--- src/design/mic_pkg.sv ---
// Constants, types and register map of the interrupt controller.
// Assumes one core clock, synchronous active-high reset, byte-wide register port.
//
// Contract
// - Four maskable sources plus one non-maskable source; non-maskable has top priority.
// - Accepted request loads its fixed vector: FFC, FF6, FF4, FF2, FF0.
// - Non-maskable preempts any maskable routine, never its own; maskable never preempts maskable routine.
// - Pending maskable requests served by fixed priority, source 1 highest.
// - Global enable gates maskable sources and gates wake-up for every source.
// - With global enable low, non-maskable still serviced but cannot wake.
// - Non-maskable request held in flip-flop cleared when its routine starts.
// - Source 1 level sensitive when mode bit set, falling edge otherwise.
// - Source 2 always edge; rising edge when polarity bit set, else falling.
// - Sources 3 and 4 are level sensitive only.
// - Edge latch sets on edge, clears at routine start; keeps only one.
// - Level requests not stored; line must be low at instruction end.
// - Lines checked at each instruction end; pending request replaces next instruction.
// - Separate carry/zero sets per mode, swapped automatically on entry.
// - Program counter pushed on hardware stack before the vector is loaded.
// - Entry inhibits maskable requests, leaves non-maskable live, clears entry latch.
// - Return instruction restores previous flag set and pops saved counter.
// - Maskable arrival in first 3 cycles of option clear skips flag swap.
// - Shared sources keep per-event flags that software polls.
// - Option register write-only, cleared to zero by reset.
// - Option bit 6 source 1 mode, bit 5 polarity, bit 4 enable.

package mic_pkg;

	// Register map
	localparam logic [7:0] OPT_ADDR      = 8'hC8;
	localparam logic [7:0] STATUS_ADDR   = 8'hF8;
	localparam logic [7:0] EVENT_ADDR    = 8'hF9;
	localparam logic [7:0] OPT_RESET     = 8'h00;

	// Option register fields
	localparam int OPT_LES_BIT = 6;
	localparam int OPT_ESB_BIT = 5;
	localparam int OPT_GEN_BIT = 4;

	// Vector addresses, low byte of each pair
	localparam logic [11:0] VEC_NMI  = 12'hFFC;
	localparam logic [11:0] VEC_SRC1 = 12'hFF6;
	localparam logic [11:0] VEC_SRC2 = 12'hFF4;
	localparam logic [11:0] VEC_SRC3 = 12'hFF2;
	localparam logic [11:0] VEC_SRC4 = 12'hFF0;

	// Execution mode, also names the active flag set
	typedef enum logic [1:0] {
		MIC_NORMAL,
		MIC_MASKABLE,
		MIC_NONMASK
	} mic_mode_e;

	// Stored option bits
	typedef struct packed {
		logic src1_level_select;
		logic src2_edge_polarity;
		logic gen;
	} mic_opt_s;

	// Carry and zero pair
	typedef struct packed {
		logic carry;
		logic zero;
	} mic_flags_s;

endpackage : mic_pkg

--- src/design/mic_irq_ctrl.sv ---
// Interrupt controller top: request capture, arbitration, entry/return sequencing.
// Assumes core pulses instr_end at each instruction boundary and return_from_irq_instr at return;
// pins are asynchronous, peripheral event lines share mclk.
`timescale 1ns/1ps
`default_nettype none

module mic_irq_ctrl #(
	parameter int N_EV2 = 2,
	parameter int N_EV3 = 2,
	parameter int N_EV4 = 2
) (
	input  wire logic                    mclk,
	input  wire logic                    rst,
	// Register port
	input  wire logic [7:0]              reg_addr,
	input  wire logic [7:0]              reg_wdata,
	input  wire logic                    reg_wr,
	input  wire logic                    reg_rd,
	output logic      [7:0]              reg_rdata,
	// Request sources
	input  wire logic                    nmi_pin_n,
	input  wire logic                    src1_pin,
	input  wire logic                    src2_pin,
	input  wire logic [N_EV2-1:0]        src2_events,
	input  wire logic [N_EV3-1:0]        src3_events,
	input  wire logic [N_EV4-1:0]        src4_events,
	// Core side
	input  wire logic                    instr_end,
	input  wire logic                    return_from_irq_instr,
	input  wire logic                    core_asleep,
	input  wire logic                    opt_clear_window,
	input  wire logic [11:0]             core_pc,
	input  wire logic                    flag_we,
	input  wire mic_pkg::mic_flags_s     flag_wdata,
	output mic_pkg::mic_flags_s          flag_active,
	output logic                         irq_enter,
	output logic                         stack_push,
	output logic      [11:0]             stack_push_pc,
	output logic                         stack_pop,
	output logic                         vec_load,
	output logic      [11:0]             vec_addr,
	output logic                         core_wake,
	output mic_pkg::mic_mode_e           irq_mode
);

	// Synchroniser stages for the three pins: [0] nmi, [1] src1, [2] src2
	logic [2:0]               pin_meta_r;
	logic [2:0]               pin_sync_r;
	logic [2:0]               pin_prev_r;

	// Option register and controller state
	mic_pkg::mic_opt_s        opt_r;
	mic_pkg::mic_mode_e       mode_r;
	mic_pkg::mic_mode_e       prev_mode_r;
	mic_pkg::mic_mode_e       fset_r;
	mic_pkg::mic_mode_e       prev_fset_r;
	mic_pkg::mic_flags_s      flags_norm_r;
	mic_pkg::mic_flags_s      flags_mask_r;
	mic_pkg::mic_flags_s      flags_nmi_r;
	logic                     nmi_latch_r;
	logic                     src1_latch_r;
	logic                     src2_latch_r;
	logic                     anomaly_r;
	logic                     push_r;
	logic [11:0]              push_pc_r;
	logic                     load_r;
	logic [11:0]              vec_r;
	logic                     enter_r;
	logic                     pop_r;
	logic [7:0]               rdata_r;

	// Decoded combinational terms, plus the registered source 2 line history
	logic                     nmi_fall;
	logic                     src1_fall;
	logic                     src2_edge;
	logic                     src1_level_req;
	logic                     src2_line;
	logic                     src3_line_n;
	logic                     src4_line_n;
	logic [4:1]               mask_req;
	logic                     mask_any;
	logic                     take_nmi;
	logic                     take_mask;
	logic [4:1]               grant;
	logic [11:0]              vec_nxt;
	logic                     opt_wr;
	logic                     src2_line_prev_r;

	// Two flops before any logic reads a pin.
	// Pins run free of mclk, so the first stage may go metastable;
	// only the second stage and the edge history feed logic.
	// Reset loads the idle-high level, so no false edge follows reset
	// as long as the pins themselves rest high.
	always_ff @(posedge mclk) begin
		if (rst) begin
			pin_meta_r <= 3'h7;
			pin_sync_r <= 3'h7;
			pin_prev_r <= 3'h7;
		end else begin
			pin_meta_r <= {src2_pin, src1_pin, nmi_pin_n};
			pin_sync_r <= pin_meta_r;
			pin_prev_r <= pin_sync_r;
		end
	end

	// Shared sources: any event pulls the request line; peripherals keep their own flags
	assign src2_line   = pin_sync_r[2] ^ (|src2_events);
	assign src3_line_n = ~(|src3_events);
	assign src4_line_n = ~(|src4_events);

	// Edge detection on synchronised lines
	assign nmi_fall  = pin_prev_r[0] & ~pin_sync_r[0];
	assign src1_fall = ~opt_r.src1_level_select & pin_prev_r[1] & ~pin_sync_r[1];
	assign src2_edge = opt_r.src2_edge_polarity ? (~src2_line_prev_r & src2_line)
	                             : (src2_line_prev_r & ~src2_line);

	// Previous value of the merged source 2 line.
	// Kept after the merge, so a peripheral event and a pin change
	// in one cycle cancel rather than give two edges.
	always_ff @(posedge mclk) begin
		if (rst) begin
			src2_line_prev_r <= 1'b1;
		end else begin
			src2_line_prev_r <= src2_line;
		end
	end

	// Level requests are read live, never stored
	assign src1_level_req = opt_r.src1_level_select & ~pin_sync_r[1];

	// Maskable requests, enable-gated; 3 and 4 have no edge option
	assign mask_req[1] = opt_r.gen & (src1_latch_r | src1_level_req);
	assign mask_req[2] = opt_r.gen & src2_latch_r;
	assign mask_req[3] = opt_r.gen & ~src3_line_n;
	assign mask_req[4] = opt_r.gen & ~src4_line_n;
	assign mask_any    = |mask_req;

	// Arbitration at the instruction boundary.
	// Only an instr_end cycle may take a request, so a level source
	// that drops between boundaries is lost by design.
	// NMI wins outright; maskable sources are a plain priority chain,
	// cheaper than a rotating arbiter and never reprogrammable.
	always_comb begin
		take_nmi  = instr_end & nmi_latch_r & (mode_r != mic_pkg::MIC_NONMASK);
		take_mask = instr_end & ~take_nmi & mask_any
		            & (mode_r == mic_pkg::MIC_NORMAL);
		grant     = 4'h0;
		vec_nxt   = mic_pkg::VEC_NMI;
		if (take_mask) begin
			if (mask_req[1]) begin
				grant[1] = 1'b1;
				vec_nxt  = mic_pkg::VEC_SRC1;
			end else if (mask_req[2]) begin
				grant[2] = 1'b1;
				vec_nxt  = mic_pkg::VEC_SRC2;
			end else if (mask_req[3]) begin
				grant[3] = 1'b1;
				vec_nxt  = mic_pkg::VEC_SRC3;
			end else begin
				grant[4] = 1'b1;
				vec_nxt  = mic_pkg::VEC_SRC4;
			end
		end
	end

	// Option register: only three bits stored, the rest dropped
	assign opt_wr = reg_wr & (reg_addr == mic_pkg::OPT_ADDR);

	always_ff @(posedge mclk) begin
		if (rst) begin
			opt_r <= mic_pkg::OPT_RESET[6:4];
		end else if (opt_wr) begin
			opt_r.src1_level_select <= reg_wdata[mic_pkg::OPT_LES_BIT];
			opt_r.src2_edge_polarity <= reg_wdata[mic_pkg::OPT_ESB_BIT];
			opt_r.gen <= reg_wdata[mic_pkg::OPT_GEN_BIT];
		end
	end

	// Non-maskable latch; a new edge in the clearing cycle wins
	always_ff @(posedge mclk) begin
		if (rst) begin
			nmi_latch_r <= 1'b0;
		end else if (nmi_fall) begin
			nmi_latch_r <= 1'b1;
		end else if (take_nmi) begin
			nmi_latch_r <= 1'b0;
		end
	end

	// Edge latches hold one request until their routine starts.
	// A second edge during the routine folds into the same bit;
	// an edge in the grant cycle itself keeps the latch set, so it
	// is served once more after return rather than lost.
	always_ff @(posedge mclk) begin
		if (rst) begin
			src1_latch_r <= 1'b0;
			src2_latch_r <= 1'b0;
		end else begin
			if (src1_fall) begin
				src1_latch_r <= 1'b1;
			end else if (grant[1] | opt_r.src1_level_select) begin
				src1_latch_r <= 1'b0;
			end
			if (src2_edge) begin
				src2_latch_r <= 1'b1;
			end else if (grant[2]) begin
				src2_latch_r <= 1'b0;
			end
		end
	end

	// Request arriving while the core clears the option register.
	// This reproduces a known flaw on purpose: the next maskable take
	// switches mode but leaves the normal flag bank in place.
	// Software that clears the option register with requests live
	// must expect its normal flags to be altered by the routine.
	always_ff @(posedge mclk) begin
		if (rst) begin
			anomaly_r <= 1'b0;
		end else if (opt_clear_window & mask_any & (mode_r == mic_pkg::MIC_NORMAL)) begin
			anomaly_r <= 1'b1;
		end else if (take_mask | take_nmi | ~opt_clear_window & ~mask_any) begin
			anomaly_r <= 1'b0;
		end
	end

	// Execution mode: one level of nesting, NMI over a maskable routine.
	// Only one previous mode is saved; NMI never nests in NMI,
	// so a deeper history is never needed.
	// Entry takes priority over a return in the same cycle.
	always_ff @(posedge mclk) begin
		if (rst) begin
			mode_r      <= mic_pkg::MIC_NORMAL;
			prev_mode_r <= mic_pkg::MIC_NORMAL;
		end else if (take_nmi) begin
			prev_mode_r <= mode_r;
			mode_r      <= mic_pkg::MIC_NONMASK;
		end else if (take_mask) begin
			mode_r      <= mic_pkg::MIC_MASKABLE;
		end else if (return_from_irq_instr) begin
			if (mode_r == mic_pkg::MIC_NONMASK) begin
				mode_r <= prev_mode_r;
			end else begin
				mode_r <= mic_pkg::MIC_NORMAL;
			end
			prev_mode_r <= mic_pkg::MIC_NORMAL;
		end
	end

	// Flag set selection, kept apart from mode so the anomaly can show.
	// Its history saves the flag set, not the mode (they differ after the anomaly), so a return
	// always restores the bank that was live before the entry.
	always_ff @(posedge mclk) begin
		if (rst) begin
			fset_r      <= mic_pkg::MIC_NORMAL;
			prev_fset_r <= mic_pkg::MIC_NORMAL;
		end else if (take_nmi) begin
			prev_fset_r <= fset_r;
			fset_r      <= mic_pkg::MIC_NONMASK;
		end else if (take_mask) begin
			if (!anomaly_r) begin
				fset_r <= mic_pkg::MIC_MASKABLE;
			end
		end else if (return_from_irq_instr) begin
			if (fset_r == mic_pkg::MIC_NONMASK) begin
				fset_r <= prev_fset_r;
			end else begin
				fset_r <= mic_pkg::MIC_NORMAL;
			end
			prev_fset_r <= mic_pkg::MIC_NORMAL;
		end
	end

	// Three carry/zero banks; the core writes only the active one
	always_ff @(posedge mclk) begin
		if (rst) begin
			flags_norm_r <= '0;
			flags_mask_r <= '0;
			flags_nmi_r  <= '0;
		end else if (flag_we) begin
			unique case (fset_r)
				mic_pkg::MIC_NORMAL:   flags_norm_r <= flag_wdata;
				mic_pkg::MIC_MASKABLE: flags_mask_r <= flag_wdata;
				mic_pkg::MIC_NONMASK:  flags_nmi_r  <= flag_wdata;
				default:               flags_norm_r <= flag_wdata;
			endcase
		end
	end

	always_comb begin
		unique case (fset_r)
			mic_pkg::MIC_MASKABLE: flag_active = flags_mask_r;
			mic_pkg::MIC_NONMASK:  flag_active = flags_nmi_r;
			default:               flag_active = flags_norm_r;
		endcase
	end

	// Entry sequence: push in the cycle after the take, vector one cycle later.
	// The counter is captured at the take, before the core moves on,
	// so the stack always holds the skipped instruction's address.
	// The vector stays on vec_addr until the next take.
	always_ff @(posedge mclk) begin
		if (rst) begin
			enter_r   <= 1'b0;
			push_r    <= 1'b0;
			push_pc_r <= 12'h000;
			load_r    <= 1'b0;
			vec_r     <= 12'h000;
		end else begin
			enter_r <= take_nmi | take_mask;
			push_r  <= take_nmi | take_mask;
			load_r  <= push_r;
			if (take_nmi | take_mask) begin
				push_pc_r <= core_pc;
				vec_r     <= vec_nxt;
			end
		end
	end

	// Return pops the saved counter
	always_ff @(posedge mclk) begin
		if (rst) begin
			pop_r <= 1'b0;
		end else begin
			pop_r <= return_from_irq_instr & (mode_r != mic_pkg::MIC_NORMAL);
		end
	end

	// Wake needs the global enable even for NMI; mode does not block it.
	// Left combinational so a sleeping core with a stopped boundary
	// pulse still sees the request in the same cycle.
	assign core_wake = core_asleep & opt_r.gen
	                   & (nmi_latch_r | mask_any);

	// Register reads: option is write-only and reads zero.
	// Data stand for one cycle after the strobe and return to zero,
	// so a stale value is never mistaken for a fresh read.
	always_ff @(posedge mclk) begin
		if (rst) begin
			rdata_r <= 8'h00;
		end else if (reg_rd) begin
			unique case (reg_addr)
				mic_pkg::STATUS_ADDR: rdata_r <= {fset_r, mode_r, nmi_latch_r,
				                                  src1_latch_r, src2_latch_r, opt_r.gen};
				mic_pkg::EVENT_ADDR:  rdata_r <= {4'h0, ~src4_line_n, ~src3_line_n,
				                                  |src2_events, nmi_latch_r};
				default:              rdata_r <= 8'h00;
			endcase
		end else begin
			rdata_r <= 8'h00;
		end
	end

	assign reg_rdata     = rdata_r;
	assign irq_enter     = enter_r;
	assign stack_push    = push_r;
	assign stack_push_pc = push_pc_r;
	assign stack_pop     = pop_r;
	assign vec_load      = load_r;
	assign vec_addr      = vec_r;
	assign irq_mode      = mode_r;

endmodule : mic_irq_ctrl

`default_nettype wire

--- config.mk ---
export PLATFORM = sky130hd
export DESIGN_NAME = mic_irq_ctrl
export DESIGN_NICKNAME = d
export VERILOG_FILES = /design/src/design/mic_pkg.sv /design/src/design/mic_irq_ctrl.sv
export SDC_FILE = /design/constraint.sdc
export NUM_CORES = 1
export LEC_CHECK = 0
export ABC_CLOCK_PERIOD_IN_PS = 1850
export BUFFER_PORTS_ARGS = -buffer_cell sky130_fd_sc_hd__buf_2
export CAP_MARGIN = 15
export CELL_PAD_IN_SITES_DETAIL_PLACEMENT = 1
export CELL_PAD_IN_SITES_GLOBAL_PLACEMENT = 2
export CORE_ASPECT_RATIO = 1.25
export CORE_UTILIZATION = 25
export CTS_CLUSTER_DIAMETER = 100
export DETAILED_ROUTE_END_ITERATION = 7
export GPL_TIMING_DRIVEN = 1
export MAX_ROUTING_LAYER = met4
export PLACE_DENSITY = 0.74
export SETUP_SLACK_MARGIN = 0.5
export SYNTH_ARGS = -nofsm -noshare
export SYNTH_HDL_FRONTEND = slang
export SYNTH_SLANG_ARGS = --single-unit
--- constraint.sdc ---
create_clock -name mclk -period 1.85 [get_ports mclk]
set_input_delay 0.2775 -clock mclk [delete_from_list [all_inputs] [get_ports mclk]]
set_output_delay 0.2775 -clock mclk [all_outputs]
set_load 0.02 [all_outputs]
After elaboration in Yosys (flattened, before gate mapping). Cells that the tools add are included.

Add/subtract/negate cells: 0. Multipliers: 0. Div/mod/pow operators: 0. Magnitude comparators: 0. Equality and inequality tests: 10. Shift operators: 0. Mux-type cells: 32. Bitwise gates (word level): 38. Reductions and logical operators: 22.

Operators with widths (count): 2-to-1 mux 2 bit (15); == test 8 bit (second input constant) (3); bitwise AND 1 bit (22); case mux 8 bit (2 select lines) (1); nonzero test 2 bit (7); 2-to-1 mux 1 bit (12); AND reduction 2 bit (6); OR reduction 2 bit (6); NOT 1 bit (10); 2-to-1 mux 3 bit (2); inequality test 2 bit (second input constant) (3); OR 1 bit (5); == test 2 bit (second input constant) (2); 2-to-1 mux 4 bit (1); case mux 2 bit (2 select lines) (1); OR reduction 4 bit (1); inequality test 3 bit (second input constant) (1); nonzero test 3 bit (1); == test 2 x 1 -> 1 bit (second input constant) (1); zero test 2 bit (1); bitwise XOR 1 bit (1).

Register bits: 65. Bits in latches: 0. Bits in writable memories: 0. Memory bits (read-only): 0. Input bits: 48. Output and inout port bits: 41. Logic and storage cells: 131. Memories kept: 0.

Longest topological paths before layout. Gate-level depths: netlist of the first run.

Word-level depth: 11. Mapped depth: 6. Depth with buffers taken out: 5.

Least setup slack after synthesis of the first run. No wires, ideal clock.

Kind: input to register. From: input src3_events[1]. To: register push_pc_r[2], in the netlist stack_push_pc[2]. Setup time: 0.072 ns. Arrival time: 1.749 ns. Data required time: 1.778 ns. Path slack: 0.030 ns. Stages: 6. Path buffers: 2. Cells stage by stage: or4_4 -> o31a_1 -> buf_6 -> a21oi_4 -> buf_12 -> mux2i_1.

Word-level cells in the longest chain between the ends: 6.

Ends and longest elaborated chain: start, declared (line mic_irq_ctrl.sv:25) `input wire logic [N_EV3-1:0] src3_events,`; OR reduction 2 bit (line mic_irq_ctrl.sv:108) `assign src3_line_n = ~(|src3_events);`; bitwise AND 1 bit (line mic_irq_ctrl.sv:134) `assign mask_req[3] = opt_r.gen & ~src3_line_n;`; OR reduction 4 bit (line mic_irq_ctrl.sv:136) `assign mask_any = |mask_req;`; bitwise AND 1 bit (line mic_irq_ctrl.sv:145) `take_mask = instr_end & ~take_nmi & mask_any`; bitwise AND 1 bit (line mic_irq_ctrl.sv:146) `& (mode_r == mic_pkg::MIC_NORMAL);`; OR 1 bit (line mic_irq_ctrl.sv:313) `if (take_nmi | take_mask) begin`; end signal, assigned (line mic_irq_ctrl.sv:314) `push_pc_r <= core_pc;`; end, declared (line mic_irq_ctrl.sv:65) `logic [11:0] push_pc_r;`.

Every way passes these cells. A chain may end at the register's enable or synchronous reset.

Worst setup path after layout of the first run.
From: input src3_events[0]. To: register fset_r[0].

Word-level cells in the longest chain between the ends: 7. Elaborated cells between the ends (all ways): 9. Those cells by class: eq/ne (1); mux (1); bitwise (3); reduce/logical (4).

Ends and longest elaborated chain: OR reduction 2 bit * (line mic_irq_ctrl.sv:108); bitwise AND 1 bit * (line mic_irq_ctrl.sv:134); OR reduction 4 bit * (line mic_irq_ctrl.sv:136); bitwise AND 1 bit * (line mic_irq_ctrl.sv:145); bitwise AND 1 bit * (line mic_irq_ctrl.sv:146); inequality test 2 bit (no source line) or nonzero test 2 bit (tied branches); AND reduction 2 bit (no source line); end signal, assigned (line mic_irq_ctrl.sv:255) `fset_r <= mic_pkg::MIC_NORMAL;`; end signal, assigned (line mic_irq_ctrl.sv:259) `fset_r <= mic_pkg::MIC_NONMASK;`; end signal, assigned (line mic_irq_ctrl.sv:262) `fset_r <= mic_pkg::MIC_MASKABLE;`; end, declared (line mic_irq_ctrl.sv:55) `mic_pkg::mic_mode_e fset_r;`.

Mark *: on every way between the ends. The rest lies on a longest branch, timed or not.

==> results of run 1 <==
-- report_power, final --
part	internal (uW)	total, uW	switching [uW]
clock network	1180	1740	564
registers	1260	1280	21.0
logic	148	320	172
total	2580	3340	756
-- registers in the layout, indices dropped and copies added (netlist names), 2 cells and up --
signal,count
flags_mask_r,2
irq_mode,2
opt_r,3
vec_addr,4
pin_meta_r,3
pin_sync_r,3
prev_fset_r,2
prev_mode_r,2
pin_prev_r,2
flags_norm_r,2
flags_nmi_r,2
reg_rdata,8
stack_push_pc,12
fset_r,2
-- worst paths after layout --
| kind | start | to | slack, ns |
|---|---|---|---|
| worst min register to register | pin_meta_r[0] | pin_sync_r[0] | 0.41 |
| worst min-delay path | src1_pin | pin_meta_r[1] | 0.14 |
| worst max register to register | src2_latch_r | fset_r[0] | 0.20 |
| worst max-delay path | src3_events[0] | fset_r[0] | 0.13 |
-- stage by stage --
step	hold slack [ns]	std cells	TNS [ns]	total power [uW]
2_1_floorplan	0.381	260	0	1450
3_3_place_gp	0.391	458	-0.563	1560
3_5_place_dp	0.400	458	-1.20	1560
4_1_cts	0.124	487	0	3360
5_1_grt	0.133	494	0	3480
6_report	0.137	494	0	3340
-- layout make-up --
type | instances | area, um2 | share of cell area (%)
Clock buffer | 11 | 233 | 6.41
Clock inverter | 5 | 80.1 | 2.21
Inverter | 6 | 25.0 | 0.690
Multi-Input combinational cell | 176 | 1240 | 34.2
Sequential cell | 57 | 1160 | 31.9
Tap cell | 123 | 154 | 4.24
Timing Repair Buffer | 116 | 739 | 20.4
-- per-layer routing --
| metal | wire (um) | share of wire (%) | vias up | GRT usage (%) |
|---|---|---|---|---|
| met5 | 0 | 0 | - | - |
| met4 | 129 | 1.8 | 0 | 7.20 |
| met3 | 331 | 4.7 | 12 | 4.32 |
| met2 | 3670 | 52 | 67 | 25.5 |
| met1 | 2870 | 41 | 1057 | 15.1 |
| li1 | - | - | 1107 | - |
-- Yosys cell counts, types with 2 or more instances --
master,count,area share [%]
a21oi_1,15,3.2
a22oi_1,3,0.95
and2_1,5,1.3
and4_1,2,0.74
buf_4,9,2.9
clkbuf_1,10,1.6
dfxtp_1,57,48
ha_1,2,1.1
inv_1,5,0.79
mux2i_1,15,6.4
nand2_1,43,6.8
nand2b_1,2,0.53
nand3_1,14,3.0
nand3b_1,2,0.64
nand4_1,2,0.53
nor2_1,16,2.5
nor2b_1,4,1.1
nor3_1,2,0.42
o21ai_0,8,1.7
o21ai_1,2,0.42
o311a_1,3,1.3
o32ai_1,2,0.74
o41ai_1,2,0.74
or2_2,10,2.6
-- kinds of logic (layout without fill, tap and decap cells) --
logic type | Yosys count | after routing | share of synthesized area (%)
and+or+nand+nor | 109 | 109 | 22.9
DFF | 57 | 57 | 48.3
AOI/OAI and AO/OA | 48 | 48 | 14.1
buffers and inverters | 27 | 138 | 6.73
muxes | 15 | 15 | 6.36
adders and majority gates | 2 | 2 | 1.06
other | 1 | 1 | 0.159
xor gates and xnor gates | 1 | 1 | 0.371
-- critical path, cell delays in order --
cell and delay [ns]:
buf_6 0.09, or4_4 0.56, buf_6 0.14, buf_6 0.11, o31ai_4 0.18, buf_6 0.15
nor3_2 0.04, o311a_1 0.36
-- layout by cell type (no fill, tap or decap), drive strengths merged, types with 2 or more instances in the layout --
cell type and instances:
dfxtp 57, buf 116, or2 10, clkbuf 11
a22oi 3, nand4 2, nor2b 4, and2 5
clkinvlp 2, mux2i 15, nand3b 2, bufinv 2
nand2 43, o32ai 2, nor2 16, nor3 2
nor4b 2, and4 2, a21oi 17, ha 2
nand2b 2, nand3 14, o311a 3, o41ai 2
clkinv 2, o21ai 10, inv 5
-- what timing repair did --
action	4_1_cts	5_1_grt
pin swaps	16	18
cloned	0	0
resized for setup	36	24
setup endpoints to repair	31	36
buffers inserted	13	7
==> flow_summary_export.csv, run 1 <==
group,metric,value,unit
finish,postLayoutCoreUtil,39.6,%
pwr,pwr_density_cell,920,mW/mm2
global_routing,antenna_found_initial,0,
global_routing,overflow,0,
worst_setup_path,worstRegToRegCells,6,
logic_synthesis,syn_area,0.00236,mm2
die,initial_core_util,25.8,%
die,fp.dieArea,0.00984,mm2
drt,drt-total-wl,7000,um
die,core_area,0.00917,mm2
finish,nNetsFinal,416,
clock_tree,cts_buffer_depth,2,
clock_tree,clk_latency,0.32,ns
worst_setup_path,crit_path_end_kind,"flip-flop",
drt,ant_nets,0,
global_routing,grt_pass1_wl,10700,um
global_routing,grt_pass1_vias,2298,
clock_tree,cts_hold_buf,0,
die,io_pins,89,
placed_design,placed_area,0.00293,mm2
logic_synthesis,synth.avg_cell_area,9.09,um2
job,drv_cap,0,
outcome,status,"finished clean",
worst_setup_path,required,2.04,ns
placed_design,gp_congestion,0.730,
placed_design,hpwlAfterDp,4810,um
logic_synthesis,ys_seq_elements,57,
clock_tree,cts-root-buf,"clkbuf_16",
timing,worst_pin_slew,0.485,ns
timing,slew_headroom,67.2,%
logic_synthesis,yosys_most_used_dff,"dfxtp_1",
drt,via_count,2243,
worst_hold_path,min_path_cells,2,
global_routing,grt_util_all_layers,14.8,%
drt,drcViolationCount,0,
logic_synthesis,synth.distinct_cells,49,
logic_synthesis,synth-edff-count,0,
worst_setup_path,cp_max_fo,5,
logic_synthesis,synthesis.instances,260,
die,die_h,111,um
placed_design,io_buffer_count,82,
logic_synthesis,synth_warnings,0,
timing,finalSetupViolations,0,
drt,drt_pass1_iterations,3,
timing,finalCritPeriodShare,93.2,%
logic_synthesis,synth_fp_nets,310,
drt,post_drt_wl_per_cell,14.2,um
clock_tree,cts.htree.levels,3,
timing,post-route-min-period,1.72,ns
logic_synthesis,seq_area_frac_synth,48.3,%
worst_setup_path,crit_type,"in2reg",
clock_tree,tritoncts,"built",
logic_synthesis,ys_async_sr_fraction,0,%
finish,area.growth.synth_to_final,53.6,%
worst_setup_path,critPathLaunchType,"input port",
finish,design_area,0.00363,mm2
finish,drive_above_1_share,48.0,%
clock_tree,path_clk_slew,0.05,ns
timing,setup_slack,0.126,ns
timing,skew,0.00590,ns
timing,hold_viol_final,0,
pwr,leakage,0.00164,uW
finish,antenna_cells,0,
pwr,irDropWorstVdd,506,uV
die,fp.dieW,88.9,um
worst_hold_path,worst_hold_path_type,"in2reg",
clock_tree,numCtsBuffers,9,
worst_setup_path,crit_arrival,1.92,ns
placed_design,dp_slack,-0.111,ns
drt,drt_iter0_drc,78,
timing,drv_slew,0,
drt,vias_per_cell,4.54,
die,core.rowCount,39,
finish,n_fill_cell,1096,
timing,fmax,0.580,GHz
timing,rsz0062_at_grt,"yes",
clock_tree,clock-sinks,57,
global_routing,grt_max_degree,26,
(Power assumes the default switching activity.)
==> run 2, diff against run 1 <==
- PLACE_DENSITY: 0.74 -> 0.81
==> flow_summary_export.csv, run 2 (synthesis results as in run 1) <==
group,metric,value,unit
finish,final_cell_mix,"77 x buf_2, 49 x dfxtp_1, 40 x nand2_1",
pwr,irDropWorstVdd,475,uV
finish,layoutNonFillerInstCount,488,
die,initial_core_util,25.8,%
worst_setup_path,crit_path_end_kind,"flip-flop",
timing,finalSetupViolations,0,
drt,vias_per_cell,4.62,
timing,setup_slack,0.207,ns
die,die_h,111,um
die,fp.dieArea,0.00984,mm2
worst_setup_path,r2r-end,"fset_r[0]",
placed_design,dp_slack,-0.0852,ns
drt,post_drt_wl_per_cell,14.1,um
job,drv_cap,0,
worst_setup_path,crit_arrival,1.85,ns
pwr,leakage,0.00166,uW
worst_hold_path,worst_hold_path_type,"in2reg",
clock_tree,cts.htree.levels,3,
drt,ant_nets,0,
timing,finalCritPeriodShare,88.8,%
placed_design,place_inst,456,
global_routing,grt_util_all_layers,14.8,%
timing,post-route-min-period,1.64,ns
pwr,pwr_density_cell,1000,mW/mm2
global_routing,grt_max_degree,33,
worst_setup_path,crit_type,"reg2reg",
finish,area.growth.synth_to_final,55.5,%
global_routing,antenna_found_initial,0,
placed_design,hpwlAfterDp,4630,um
placed_design,io_buffer_count,82,
drt,drcViolationCount,0,
worst_hold_path,min_path_cells,2,
finish,final_common_cell,"buf_2",
worst_setup_path,crit_buf_inv,1,
worst_setup_path,worstRegToRegCells,5,
placed_design,gp_congestion,0.750,
worst_setup_path,required,2.06,ns
global_routing,grt_pass1_wl,10800,um
pwr,power.total,3680,uW
timing,skew,0.00339,ns
finish,design_area,0.00367,mm2
clock_tree,clock-sinks,57,
clock_tree,cts-root-buf,"clkbuf_16",
timing,drv_slew,0,
timing,fmax,0.609,GHz
finish,largest_register_ffs,12,
die,fp.dieW,88.9,um
die,io_pins,89,
clock_tree,tritoncts,"built",
timing,rsz0062_at_grt,"yes",
outcome,status,"finished clean",
global_routing,overflow,0,
finish,drive_above_1_share,47.9,%
worst_setup_path,crit_chain,"or2_4 > o31a_1 > buf_6 > a221o_1 > o311a_1",
drt,drt_pass1_iterations,4,
finish,antenna_cells,0,
worst_setup_path,cp_max_fo,4,
worst_setup_path,slowest_stage,"o31a_1",
drt,via_count,2255,
worst_hold_path,hold-path-endpoint,"pin_meta_r[1]",
worst_setup_path,critPathLaunchType,"flip-flop",
die,core_area,0.00917,mm2
worst_setup_path,path_delay_family,"compound AO/OA/AOI/OAI gates",
clock_tree,clk_latency,0.32,ns
worst_setup_path,ff2ff_setup_slack,0.21,ns
worst_setup_path,critPathMaxStageDelay,0.36,ns
clock_tree,path_clk_slew,0.05,ns
placed_design,placed_area,0.00291,mm2
timing,hold_viol_final,0,
finish,nNetsFinal,410,
global_routing,grt_pass1_vias,2324,
clock_tree,cts_buffer_depth,2,
worst_setup_path,reg2reg_from,"src1_latch_r",
clock_tree,cts_hold_buf,0,
drt,drt_iter0_drc,68,
timing,final.setup.tns,0,ns
die,core.rowCount,39,
worst_hold_path,hp-start,"src1_pin",
drt,drt-total-wl,6880,um
clock_tree,numCtsBuffers,9,
==> run 2: how the worst max path moves through the flow <==
stage,end,slack (ns),cells after the start,start
final,fset_r[0],0.21,5,src1_latch_r
after global routing,core_wake,0.14,5,opt_r[2]
after CTS,core_wake,0.15,5,src4_events[0]
after detailed placement,stack_push_pc[3],-0.09,6,src3_events[1]
after global placement,stack_push_pc[11],-0.04,6,src3_events[1]
after floorplan,stack_push_pc[2],0.03,6,src3_events[1]
==> run 2: timing repair <==
action | 4_1_cts | 5_1_grt
cloned | 1 | 0
buffers inserted | 10 | 5
gates resized for setup | 43 | 19
pin swaps | 26 | 9
setup endpoints to repair | 33 | 31
==> run 2: power breakdown <==
| part | switching, uW | internal, uW |
|---|---|---|
| clock network | 566 | 1520 |
| registers | 23.7 | 1260 |
| logic | 167 | 144 |
| total | 757 | 2920 |
==> run 2: layout make-up <==
cell class | count | area (um2)
clock buffer | 11 | 253
clock inverter | 5 | 125
fill | 1083 | 5500
inverter | 6 | 25.0
multi-input combinational | 176 | 1250
sequential | 57 | 1160
tap | 123 | 154
timing repair buffer | 110 | 713
==> run 2: worst register-to-register path, delay by kind of cell, from the launching register on <==
kind                   cells  cell delay, ns
buffers and inverters      1            0.17
AO/OA/AOI/OAI              3            0.77
AND/OR/NAND/NOR            1            0.28
flip-flops                 1            0.32
==> run 2: metrics by stage <==
stage	util (%)	hold slack (ns)
after detailed placement	31.7	0.396
after global routing	40.0	0.138
final	40.0	0.140
after CTS	38.8	0.132
after global placement	31.7	0.394
after floorplan	-	0.381
==> run 2: metal layers <==
metal / global-route usage, % / part of all wire, %
met1: 15.2 / 41
met2: 26.8 / 53
met3: 3.87 / 5.0
met4: 4.55 / 1.4
met5: - / 0
